## config.mk

```make
export PLATFORM = sky130hd
export DESIGN_NAME = output_clock_divider_crosspoint
export DESIGN_NICKNAME = d
export VERILOG_FILES = /design/src/clkpath_pkg.sv /design/src/output_clock_divider_crosspoint.sv
export SDC_FILE = /design/constraint.sdc
export NUM_CORES = 1
export LEC_CHECK = 0
export ABC_AREA = 1
export BUFFER_PORTS_ARGS = -buffer_cell sky130_fd_sc_hd__buf_4
export CELL_PAD_IN_SITES_DETAIL_PLACEMENT = 1
export CELL_PAD_IN_SITES_GLOBAL_PLACEMENT = 1
export CORE_ASPECT_RATIO = 0.8
export CORE_UTILIZATION = 44
export DETAILED_ROUTE_END_ITERATION = 7
export PLACE_DENSITY_LB_ADDON = 0.1
export SLEW_MARGIN = 15
export SYNTH_ARGS = -nofsm -noshare
export SYNTH_HDL_FRONTEND = slang
export SYNTH_SLANG_ARGS = --single-unit
```

## constraint.sdc

```tcl
create_clock -name clk -period 9.1 [get_ports clk]
set_input_delay 0.91 -clock clk [delete_from_list [all_inputs] [get_ports clk]]
set_output_delay 0.91 -clock clk [all_outputs]
set_load 0.01 [all_outputs]
```

## src/clkpath_pkg.sv

```systemverilog
package clkpath_pkg;

  localparam int NUM_HS = 5;
  localparam int NUM_FRAC = 2;
  localparam int NUM_GRP = 6;
  localparam int NUM_OUT = 12;
  localparam int NUM_PASS = 4;
  localparam int HS_W = 8;
  localparam int FRAC_W = 15;
  localparam int FRAC_SHIFT = 7;
  localparam int FIN_W = 6;

  localparam logic [HS_W-1:0] HS_MIN = 8'h08;
  localparam logic [HS_W-1:0] HS_MAX = 8'hff;
  localparam logic [HS_W-1:0] FRAC_MIN = 8'h0a;
  localparam logic [HS_W-1:0] FRAC_MAX = 8'hff;

  // second-stage select codes
  localparam logic [2:0] SEL2_FRAC0 = 3'h5;
  localparam logic [2:0] SEL2_PASS = 3'h7;

  // byte offsets on the register bus
  localparam logic [7:0] OFS_HSDIV = 8'h00;
  localparam logic [7:0] OFS_FRAC = 8'h20;
  localparam logic [7:0] FRAC_STRIDE = 8'h10;
  localparam logic [7:0] OFS_FB = 8'h40;
  localparam logic [7:0] OFS_GSEL = 8'h50;
  localparam logic [7:0] OFS_FIN = 8'h80;
  localparam logic [7:0] OFS_STATUS = 8'hc0;
  localparam logic [7:0] SUB_INT = 8'h00;
  localparam logic [7:0] SUB_REM = 8'h04;
  localparam logic [7:0] SUB_DEN = 8'h08;

  // group select layout
  localparam int GSEL1_LSB = 0;
  localparam int GSEL2_LSB = 4;

  // status layout
  localparam int ST_FRAC_FAULT = 12;
  localparam int ST_FB_FAULT = 14;

  // reset values
  localparam logic [FRAC_W-1:0] FRAC_INT_RST = 15'h0500;
  localparam logic [FRAC_W-1:0] DEN_RST = 15'h0001;

  // group each output belongs to
  localparam logic [2:0] OUT_GROUP [NUM_OUT] = '{3'h0, 3'h1, 3'h1, 3'h2, 3'h2, 3'h2,
                                                 3'h3, 3'h3, 3'h3, 3'h4, 3'h5, 3'h5};

  typedef struct packed {
    logic [FRAC_W-1:0] integ;
    logic [FRAC_W-1:0] rem;
    logic [FRAC_W-1:0] den;
  } frac_cfg_t;

  typedef struct packed {
    logic hsel;
    logic [31:0] haddr;
    logic [1:0] htrans;
    logic hwrite;
    logic [2:0] hsize;
    logic hready;
    logic [31:0] hwdata;
  } ahb_req_t;

  typedef struct packed {
    logic hreadyout;
    logic hresp;
    logic [31:0] hrdata;
  } ahb_rsp_t;

endpackage : clkpath_pkg

```

## src/output_clock_divider_crosspoint.sv

```systemverilog
// The AHB-Lite interface to the registers and the register addresses were left to the implementer.
`timescale 1ns/1ps
module output_clock_divider_crosspoint #(
  parameter int HSDIVS = clkpath_pkg::NUM_HS,
  parameter int OUTS = clkpath_pkg::NUM_OUT
) (
  // clock and reset; clk is the VCO clock
  input wire logic clk,
  input wire logic rstn,
  // register bus
  input wire clkpath_pkg::ahb_req_t bus_req,
  output clkpath_pkg::ahb_rsp_t bus_rsp,
  // reference and input buffer clocks, ordered as first-select codes
  input wire logic [clkpath_pkg::NUM_PASS-1:0] pass_clk_in,
  // output clocks, one pulse per output period
  output logic [clkpath_pkg::NUM_OUT-1:0] out_clk
);
  import clkpath_pkg::*;

  // select codes and the group map are fixed, so other counts are refused at elaboration
  if (HSDIVS != NUM_HS || OUTS != NUM_OUT)
  begin : g_bad_params
    $error("select codes and group map fix five dividers and twelve outputs");
  end

  logic [HS_W-1:0] hs_div_r [NUM_HS];
  frac_cfg_t frac_r [NUM_FRAC];
  frac_cfg_t fb_r;
  logic [1:0] gsel1_r [NUM_GRP];
  logic [2:0] gsel2_r [NUM_GRP];
  logic [FIN_W-1:0] fin_r [NUM_OUT];
  logic [NUM_HS+NUM_FRAC-1:0] src_tick;
  logic [NUM_PASS-1:0] pass_tick;
  logic [NUM_GRP-1:0] grp_tick;

  function automatic logic [7:0] word_of(input logic [7:0] base, input int idx);
    word_of = base + 8'(idx * 4);
  endfunction : word_of

  function automatic logic fault_of(input frac_cfg_t f);
    fault_of = (f.rem >= f.den) && (f.den != '0);
  endfunction : fault_of

  // bus: zero wait states, always OKAY
  logic wr_pend_r;
  logic [7:0] wr_addr_r;
  logic addr_ok;
  logic [31:0] rd_nxt;

  assign addr_ok = bus_req.hsel && bus_req.htrans[1] && bus_req.hready;

  always_ff @(posedge clk or negedge rstn)
  begin
    if (!rstn)
    begin
      wr_pend_r <= 1'b0;
      wr_addr_r <= '0;
    end
    else
    begin
      wr_pend_r <= addr_ok && bus_req.hwrite;
      if (addr_ok)
        wr_addr_r <= {bus_req.haddr[7:2], 2'b00};
    end
  end

  always_comb
  begin
    rd_nxt = '0;
    for (int i = 0; i < NUM_HS; i++)
      if ({bus_req.haddr[7:2], 2'b00} == word_of(OFS_HSDIV, i))
        rd_nxt = 32'(hs_div_r[i]);
    for (int i = 0; i < NUM_FRAC; i++)
    begin
      if ({bus_req.haddr[7:2], 2'b00} == 8'(OFS_FRAC + 8'(i) * FRAC_STRIDE + SUB_INT))
        rd_nxt = 32'(frac_r[i].integ);
      if ({bus_req.haddr[7:2], 2'b00} == 8'(OFS_FRAC + 8'(i) * FRAC_STRIDE + SUB_REM))
        rd_nxt = 32'(frac_r[i].rem);
      if ({bus_req.haddr[7:2], 2'b00} == 8'(OFS_FRAC + 8'(i) * FRAC_STRIDE + SUB_DEN))
        rd_nxt = 32'(frac_r[i].den);
    end
    if ({bus_req.haddr[7:2], 2'b00} == 8'(OFS_FB + SUB_INT))
      rd_nxt = 32'(fb_r.integ);
    if ({bus_req.haddr[7:2], 2'b00} == 8'(OFS_FB + SUB_REM))
      rd_nxt = 32'(fb_r.rem);
    if ({bus_req.haddr[7:2], 2'b00} == 8'(OFS_FB + SUB_DEN))
      rd_nxt = 32'(fb_r.den);
    for (int g = 0; g < NUM_GRP; g++)
      if ({bus_req.haddr[7:2], 2'b00} == word_of(OFS_GSEL, g))
      begin
        rd_nxt[GSEL1_LSB +: 2] = gsel1_r[g];
        rd_nxt[GSEL2_LSB +: 3] = gsel2_r[g];
      end
    for (int k = 0; k < NUM_OUT; k++)
      if ({bus_req.haddr[7:2], 2'b00} == word_of(OFS_FIN, k))
        rd_nxt = 32'(fin_r[k]);
    if ({bus_req.haddr[7:2], 2'b00} == OFS_STATUS)
    begin
      rd_nxt[NUM_OUT-1:0] = out_clk;
      for (int i = 0; i < NUM_FRAC; i++)
        rd_nxt[ST_FRAC_FAULT + i] = fault_of(frac_r[i]);
      rd_nxt[ST_FB_FAULT] = fault_of(fb_r);
    end
  end

  always_ff @(posedge clk or negedge rstn)
  begin
    if (!rstn)
      bus_rsp <= '{hreadyout: 1'b0, hresp: 1'b0, hrdata: 32'h0};
    else
    begin
      bus_rsp.hreadyout <= 1'b1;
      bus_rsp.hresp <= 1'b0;
      if (addr_ok && !bus_req.hwrite)
        bus_rsp.hrdata <= rd_nxt;
    end
  end

  // configuration writes; fractional and feedback fields are 15 bits wide, integer dividers 8, final dividers 6, higher write bits dropped
  always_ff @(posedge clk or negedge rstn)
  begin
    if (!rstn)
    begin
      for (int i = 0; i < NUM_HS; i++)
        hs_div_r[i] <= HS_MIN;
      for (int i = 0; i < NUM_FRAC; i++)
        frac_r[i] <= '{integ: FRAC_INT_RST, rem: '0, den: DEN_RST};
      fb_r <= '{integ: '0, rem: '0, den: DEN_RST};
      for (int g = 0; g < NUM_GRP; g++)
      begin
        gsel1_r[g] <= '0;
        gsel2_r[g] <= '0;
      end
      for (int k = 0; k < NUM_OUT; k++)
        fin_r[k] <= '0;
    end
    else if (wr_pend_r)
    begin
      for (int i = 0; i < NUM_HS; i++)
        if (wr_addr_r == word_of(OFS_HSDIV, i))
          hs_div_r[i] <= bus_req.hwdata[HS_W-1:0];
      for (int i = 0; i < NUM_FRAC; i++)
      begin
        if (wr_addr_r == 8'(OFS_FRAC + 8'(i) * FRAC_STRIDE + SUB_INT))
          frac_r[i].integ <= bus_req.hwdata[FRAC_W-1:0];
        if (wr_addr_r == 8'(OFS_FRAC + 8'(i) * FRAC_STRIDE + SUB_REM))
          frac_r[i].rem <= bus_req.hwdata[FRAC_W-1:0];
        if (wr_addr_r == 8'(OFS_FRAC + 8'(i) * FRAC_STRIDE + SUB_DEN))
          frac_r[i].den <= bus_req.hwdata[FRAC_W-1:0];
      end
      // feedback ratio is held for the loop, which lives elsewhere
      if (wr_addr_r == 8'(OFS_FB + SUB_INT))
        fb_r.integ <= bus_req.hwdata[FRAC_W-1:0];
      if (wr_addr_r == 8'(OFS_FB + SUB_REM))
        fb_r.rem <= bus_req.hwdata[FRAC_W-1:0];
      if (wr_addr_r == 8'(OFS_FB + SUB_DEN))
        fb_r.den <= bus_req.hwdata[FRAC_W-1:0];
      for (int g = 0; g < NUM_GRP; g++)
        if (wr_addr_r == word_of(OFS_GSEL, g))
        begin
          gsel1_r[g] <= bus_req.hwdata[GSEL1_LSB +: 2];
          gsel2_r[g] <= bus_req.hwdata[GSEL2_LSB +: 3];
        end
      for (int k = 0; k < NUM_OUT; k++)
        if (wr_addr_r == word_of(OFS_FIN, k))
          fin_r[k] <= bus_req.hwdata[FIN_W-1:0];
    end
  end

  // integer dividers; ratios below the floor are raised to it
  for (genvar i = 0; i < NUM_HS; i++)
  begin : g_hs
    logic [HS_W-1:0] cnt_r;
    logic tick_r;
    logic [HS_W-1:0] ratio;
    assign ratio = (hs_div_r[i] < HS_MIN) ? HS_MIN : hs_div_r[i];
    always_ff @(posedge clk or negedge rstn)
    begin
      if (!rstn)
      begin
        cnt_r <= '0;
        tick_r <= 1'b0;
      end
      else if (cnt_r == '0)
      begin
        cnt_r <= ratio - 8'h01;
        tick_r <= 1'b1;
      end
      else
      begin
        cnt_r <= cnt_r - 8'h01;
        tick_r <= 1'b0;
      end
    end
    assign src_tick[i] = tick_r;
  end

  // fractional stages: period in 1/128 steps, with a second remainder/denominator carry
  for (genvar i = 0; i < NUM_FRAC; i++)
  begin : g_frac
    logic [HS_W:0] cnt_r;
    logic [FRAC_SHIFT-1:0] acc_r;
    logic [FRAC_W-1:0] racc_r;
    logic tick_r;
    logic [HS_W-1:0] base;
    logic [FRAC_W:0] rsum;
    logic carry2;
    logic [FRAC_SHIFT:0] sum;
    logic [HS_W:0] period;
    assign base = (frac_r[i].integ[FRAC_W-1:FRAC_SHIFT] < FRAC_MIN) ? FRAC_MIN
                : frac_r[i].integ[FRAC_W-1:FRAC_SHIFT];
    assign rsum = {1'b0, racc_r} + {1'b0, frac_r[i].rem};
    // zero denominator means no fraction; remainder past it still wraps safely
    assign carry2 = (frac_r[i].den != '0) && (rsum >= {1'b0, frac_r[i].den});
    assign sum = {1'b0, acc_r} + {1'b0, frac_r[i].integ[FRAC_SHIFT-1:0]} + 8'(carry2);
    assign period = {1'b0, base} + 9'(sum[FRAC_SHIFT]);
    always_ff @(posedge clk or negedge rstn)
    begin
      if (!rstn)
      begin
        cnt_r <= '0;
        acc_r <= '0;
        racc_r <= '0;
        tick_r <= 1'b0;
      end
      else if (cnt_r == '0)
      begin
        cnt_r <= period - 9'h001;
        acc_r <= sum[FRAC_SHIFT-1:0];
        racc_r <= carry2 ? FRAC_W'(rsum - {1'b0, frac_r[i].den}) : FRAC_W'(rsum);
        tick_r <= 1'b1;
      end
      else
      begin
        cnt_r <= cnt_r - 9'h001;
        tick_r <= 1'b0;
      end
    end
    assign src_tick[NUM_HS+i] = tick_r;
  end

  // pass-through inputs come from pins: synchronise, then take rising edges
  logic [NUM_PASS-1:0] pass_s1_r;
  logic [NUM_PASS-1:0] pass_s2_r;
  logic [NUM_PASS-1:0] pass_s3_r;
  always_ff @(posedge clk or negedge rstn)
  begin
    if (!rstn)
    begin
      pass_s1_r <= '0;
      pass_s2_r <= '0;
      pass_s3_r <= '0;
    end
    else
    begin
      pass_s1_r <= pass_clk_in;
      pass_s2_r <= pass_s1_r;
      pass_s3_r <= pass_s2_r;
    end
  end
  // passed clocks must stay below a quarter of clk to be seen edge for edge
  assign pass_tick = pass_s2_r & ~pass_s3_r;

  // crosspoint: one source per group
  for (genvar g = 0; g < NUM_GRP; g++)
  begin : g_grp
    assign grp_tick[g] = (gsel2_r[g] == SEL2_PASS) ? pass_tick[gsel1_r[g]]
                       : src_tick[gsel2_r[g]];
  end

  // final dividers count group ticks; each output emits one pulse per period
  for (genvar k = 0; k < NUM_OUT; k++)
  begin : g_out
    logic [FIN_W-1:0] cnt_r;
    always_ff @(posedge clk or negedge rstn)
    begin
      if (!rstn)
      begin
        cnt_r <= '0;
        out_clk[k] <= 1'b0;
      end
      else if (fin_r[k] == '0)
      begin
        cnt_r <= '0;
        out_clk[k] <= 1'b0;
      end
      else if (grp_tick[OUT_GROUP[k]])
      begin
        if (cnt_r >= fin_r[k] - 6'h01)
        begin
          cnt_r <= '0;
          out_clk[k] <= 1'b1;
        end
        else
        begin
          cnt_r <= cnt_r + 6'h01;
          out_clk[k] <= 1'b0;
        end
      end
      else
        out_clk[k] <= 1'b0;
    end
  end

endmodule : output_clock_divider_crosspoint

```

==> impl_metrics.csv <==
group,metric,value,unit
status,status,"finished clean",
yosys,async_reset_ff_share,100,%
routing,drtIter0Drc,1683,
clock_tree,clk_path_buf_depth,3,
sta,setup_viol,0,
yosys,synth_xor_xnor_area_share,5.34,%
global_routing,grt_pass1_vias,27400,
yosys,yosysMostFrequentCell,"nand2_1",
clock_tree,clock_latency,640,ps
global_routing,antenna_found_initial,2,
setup_path,cp_max_fo,25,
sta,period_needed,7030,ps
clock_tree,post_cts_buffers,0,
yosys,yosys_warnings,0,
clock_tree,cts_htree_levels,2,
global_routing,grt-ovfl-total,0,
routing,drtPass1Iterations,5,
floorplanning,core_area,0.0674,mm^2
floorplanning,initial_core_util,44.6,%
power_and_ir_drop,p_leak,17.2,nW
placement,numPortBuffers,58,
yosys,ys_seq_area_share,42.1,%
clock_tree,cts.sinks,505,
setup_path,slowest_stage,"a2111oi_0",
power_and_ir_drop,ir_drop,165,uV
clock_tree,cts_tree,"yes",
setup_path,cp.arrival,7500,ps
routing,vias_per_cell,5.59,
placement,placed_cells,4602,
setup_path,cp_data_required_time,9570,ps
yosys,synth-simple-area-share,19.6,%
yosys,yosysTopAreaCellShare,41.1,%
routing,wl,98.5,mm
sta,setup_tns,0,ps
yosys,synth.area.top_cells,"dfrtp_1 41%, nand2_1 10%, ha_1 9.8%, o21ai_0 6.6%, inv_1 5.2%",
floorplanning,dieArea,0.0693,mm^2
sta,max_freq,142,MHz
cells_and_area,final_cells,4709,
sta,tightest_slew,1190,ps
yosys,synthTopCellsByCount,"825 x nand2_1, 493 x dfrtp_1, 414 x inv_1, 397 x o21ai_0, 280 x nor2_1",
cells_and_area,drive_gt1_share,6.11,%
yosys,synth_top_area_cell,"dfrtp_1",
sta,rsz0062_at_grt,"no",
floorplanning,die_w,294,um
setup_path,crit_type,"reg -> reg",
yosys,synth.avg_cell_area,8.12,um^2
setup_path,critical-path-max-stage-delay,640,ps
yosys,synth_compound_area_share,15.3,%
setup_path,crit_buf_inv,3,
sta,hold_viol_final,0,
floorplanning,die_height,236,um
sta,slew_violations,0,
routing,wl_per_cell,20.9,um
sta,maxSlewHeadroom,20.2,%
power_and_ir_drop,powerDensity,225,mW/mm^2
clock_tree,numCtsBuffers,56,
setup_path,end_kind,"flop",
global_routing,grt_usage,28.7,%
setup_path,path_common_cell,"a21oi_1",
placement,place.gp.congestion,0.923,
sta,skew,22.4,ps
cells_and_area,syn_to_final_growth,10.9,%
clock_tree,clk_pin_slew_worst_paths,60,ps
cells_and_area,final_util,49.4,%
yosys,postSynthCellCount,3699,
yosys,synthDistinctLibCells,63,
global_routing,grt_max_degree,158,
clock_tree,root_buffer,"clkbuf_16",
setup_path,cp-start-kind,"flop",
routing,ant_nets,0,
sta,fin_crit_sh,77.3,%
yosys,netlist_area,0.0300,mm^2
yosys,synth_mux_area_share,0.104,%
hold_path,hp-class,"in -> async",
cells_and_area,num-nets-final,4069,
placement,post-dp-hpwl,72.0,mm
yosys,synthFlopType,"dfrtp_1",
yosys,synth_edf_count,0,
routing,vias,26300,
power_and_ir_drop,p_total,0.00749,W
global_routing,grt_first_pass_wirelength,156,mm
floorplanning,ios,124,
clock_tree,holdBufCountCts,0,
yosys,ys_ff_latch,505,
yosys,synth_fa_ha_area_share,10.4,%
flow_run,cap_violations,0,
yosys,synth_top_family_by_area,"simple AND/OR/NAND/NOR gates",
setup_path,critical-path-top-delay-family,"compound AO/OA/AOI/OAI gates",
clock_tree,ctsResizeCount,0,
floorplanning,rows,85,
routing,drc,0,
flip-flops by register name (all words and copies together) (netlist names), 18 cells and up:
register and count:
g_frac.cnt_r 18, fin_r 72, g_frac.racc_r 30, fb_r 45, hs_div_r 40, g_out.cnt_r 72, frac_r 90, g_hs.cnt_r 40
gsel2_r 18
kinds of logic (layout without fill, tap and decap cells):
kind of cell / count (synthesis) / in the layout
xor gates and xnor gates: 183 / 183
AOI/OAI and AO/OA: 814 / 814
DFF: 505 / 505
buffers and inverters: 533 / 611
muxes: 3 / 3
adders and majority gates: 244 / 244
other: 2 / 21
and+or+nand+nor: 1415 / 1415
worst paths after layout:
| kind | slack, ps | cells after the start | start | endpoint |
|---|---|---|---|---|
| worst max-delay path | 2070 | 37 | frac_r[15] | g_frac[1].cnt_r[6] |
| worst min-delay path | 310 | 1 | rstn | g_out[3].cnt_r[3] |
| worst max register to register | 2070 | 37 | frac_r[15] | g_frac[1].cnt_r[6] |
| worst min register to register | 360 | 0 | pass_s1_r[2] | pass_s2_r[2] |
| max in group asynchronous | 7210 | 2 | rstn | g_frac[1].acc_r[0] |
| min in group clk | 360 | 0 | pass_s1_r[2] | pass_s2_r[2] |
metal layers:
layer  up-vias  track usage [%]  wire [um]  part of all wire [%]
li1      12400                -          -                     -
met1     13200             42.4      47400                    48
met2       564             43.2      42900                    44
met3       146             4.77       5850                   5.9
met4         0             7.81       2460                   2.5
met5         -                0          0                     0
stage by stage:
stage	worst slack, ps	hold slack (ps)	instance area (um^2)
floorplan	3330	331	30100
global placement	2400	339	31400
detailed placement	2130	336	31400
CTS	2090	344	33300
global route	1370	359	33300
finish	2070	306	33300
placed cells by master, fill, tap and decap left out, drive strengths merged, types with 83 or more instances in the layout:
master  count
clkbuf     85
buf        83
nand2     832
nor2      285
a21oi     225
o21ai     422
nand3     127
ha        236
dfrtp     493
inv       419
xor2      118
final cells by class:
class                           count  area (um^2)
Tap cell                          913         1140
Multi-Input combinational cell   2678        15300
Sequential cell                   505        12700
Timing Repair Buffer               83          643
Fill cell                        8199        34100
Inverter                          423         1590
Clock buffer                       85         1680
Antenna cell                        2         5.00
Clock inverter                     20          268
power breakdown:
part	internal, W	switching [W]
clock	0.00144	0.00100
sequential	0.00255	0.000360
combinational	0.000814	0.00132
total	0.00480	0.00269
Power figures use the tool's default switching activity.
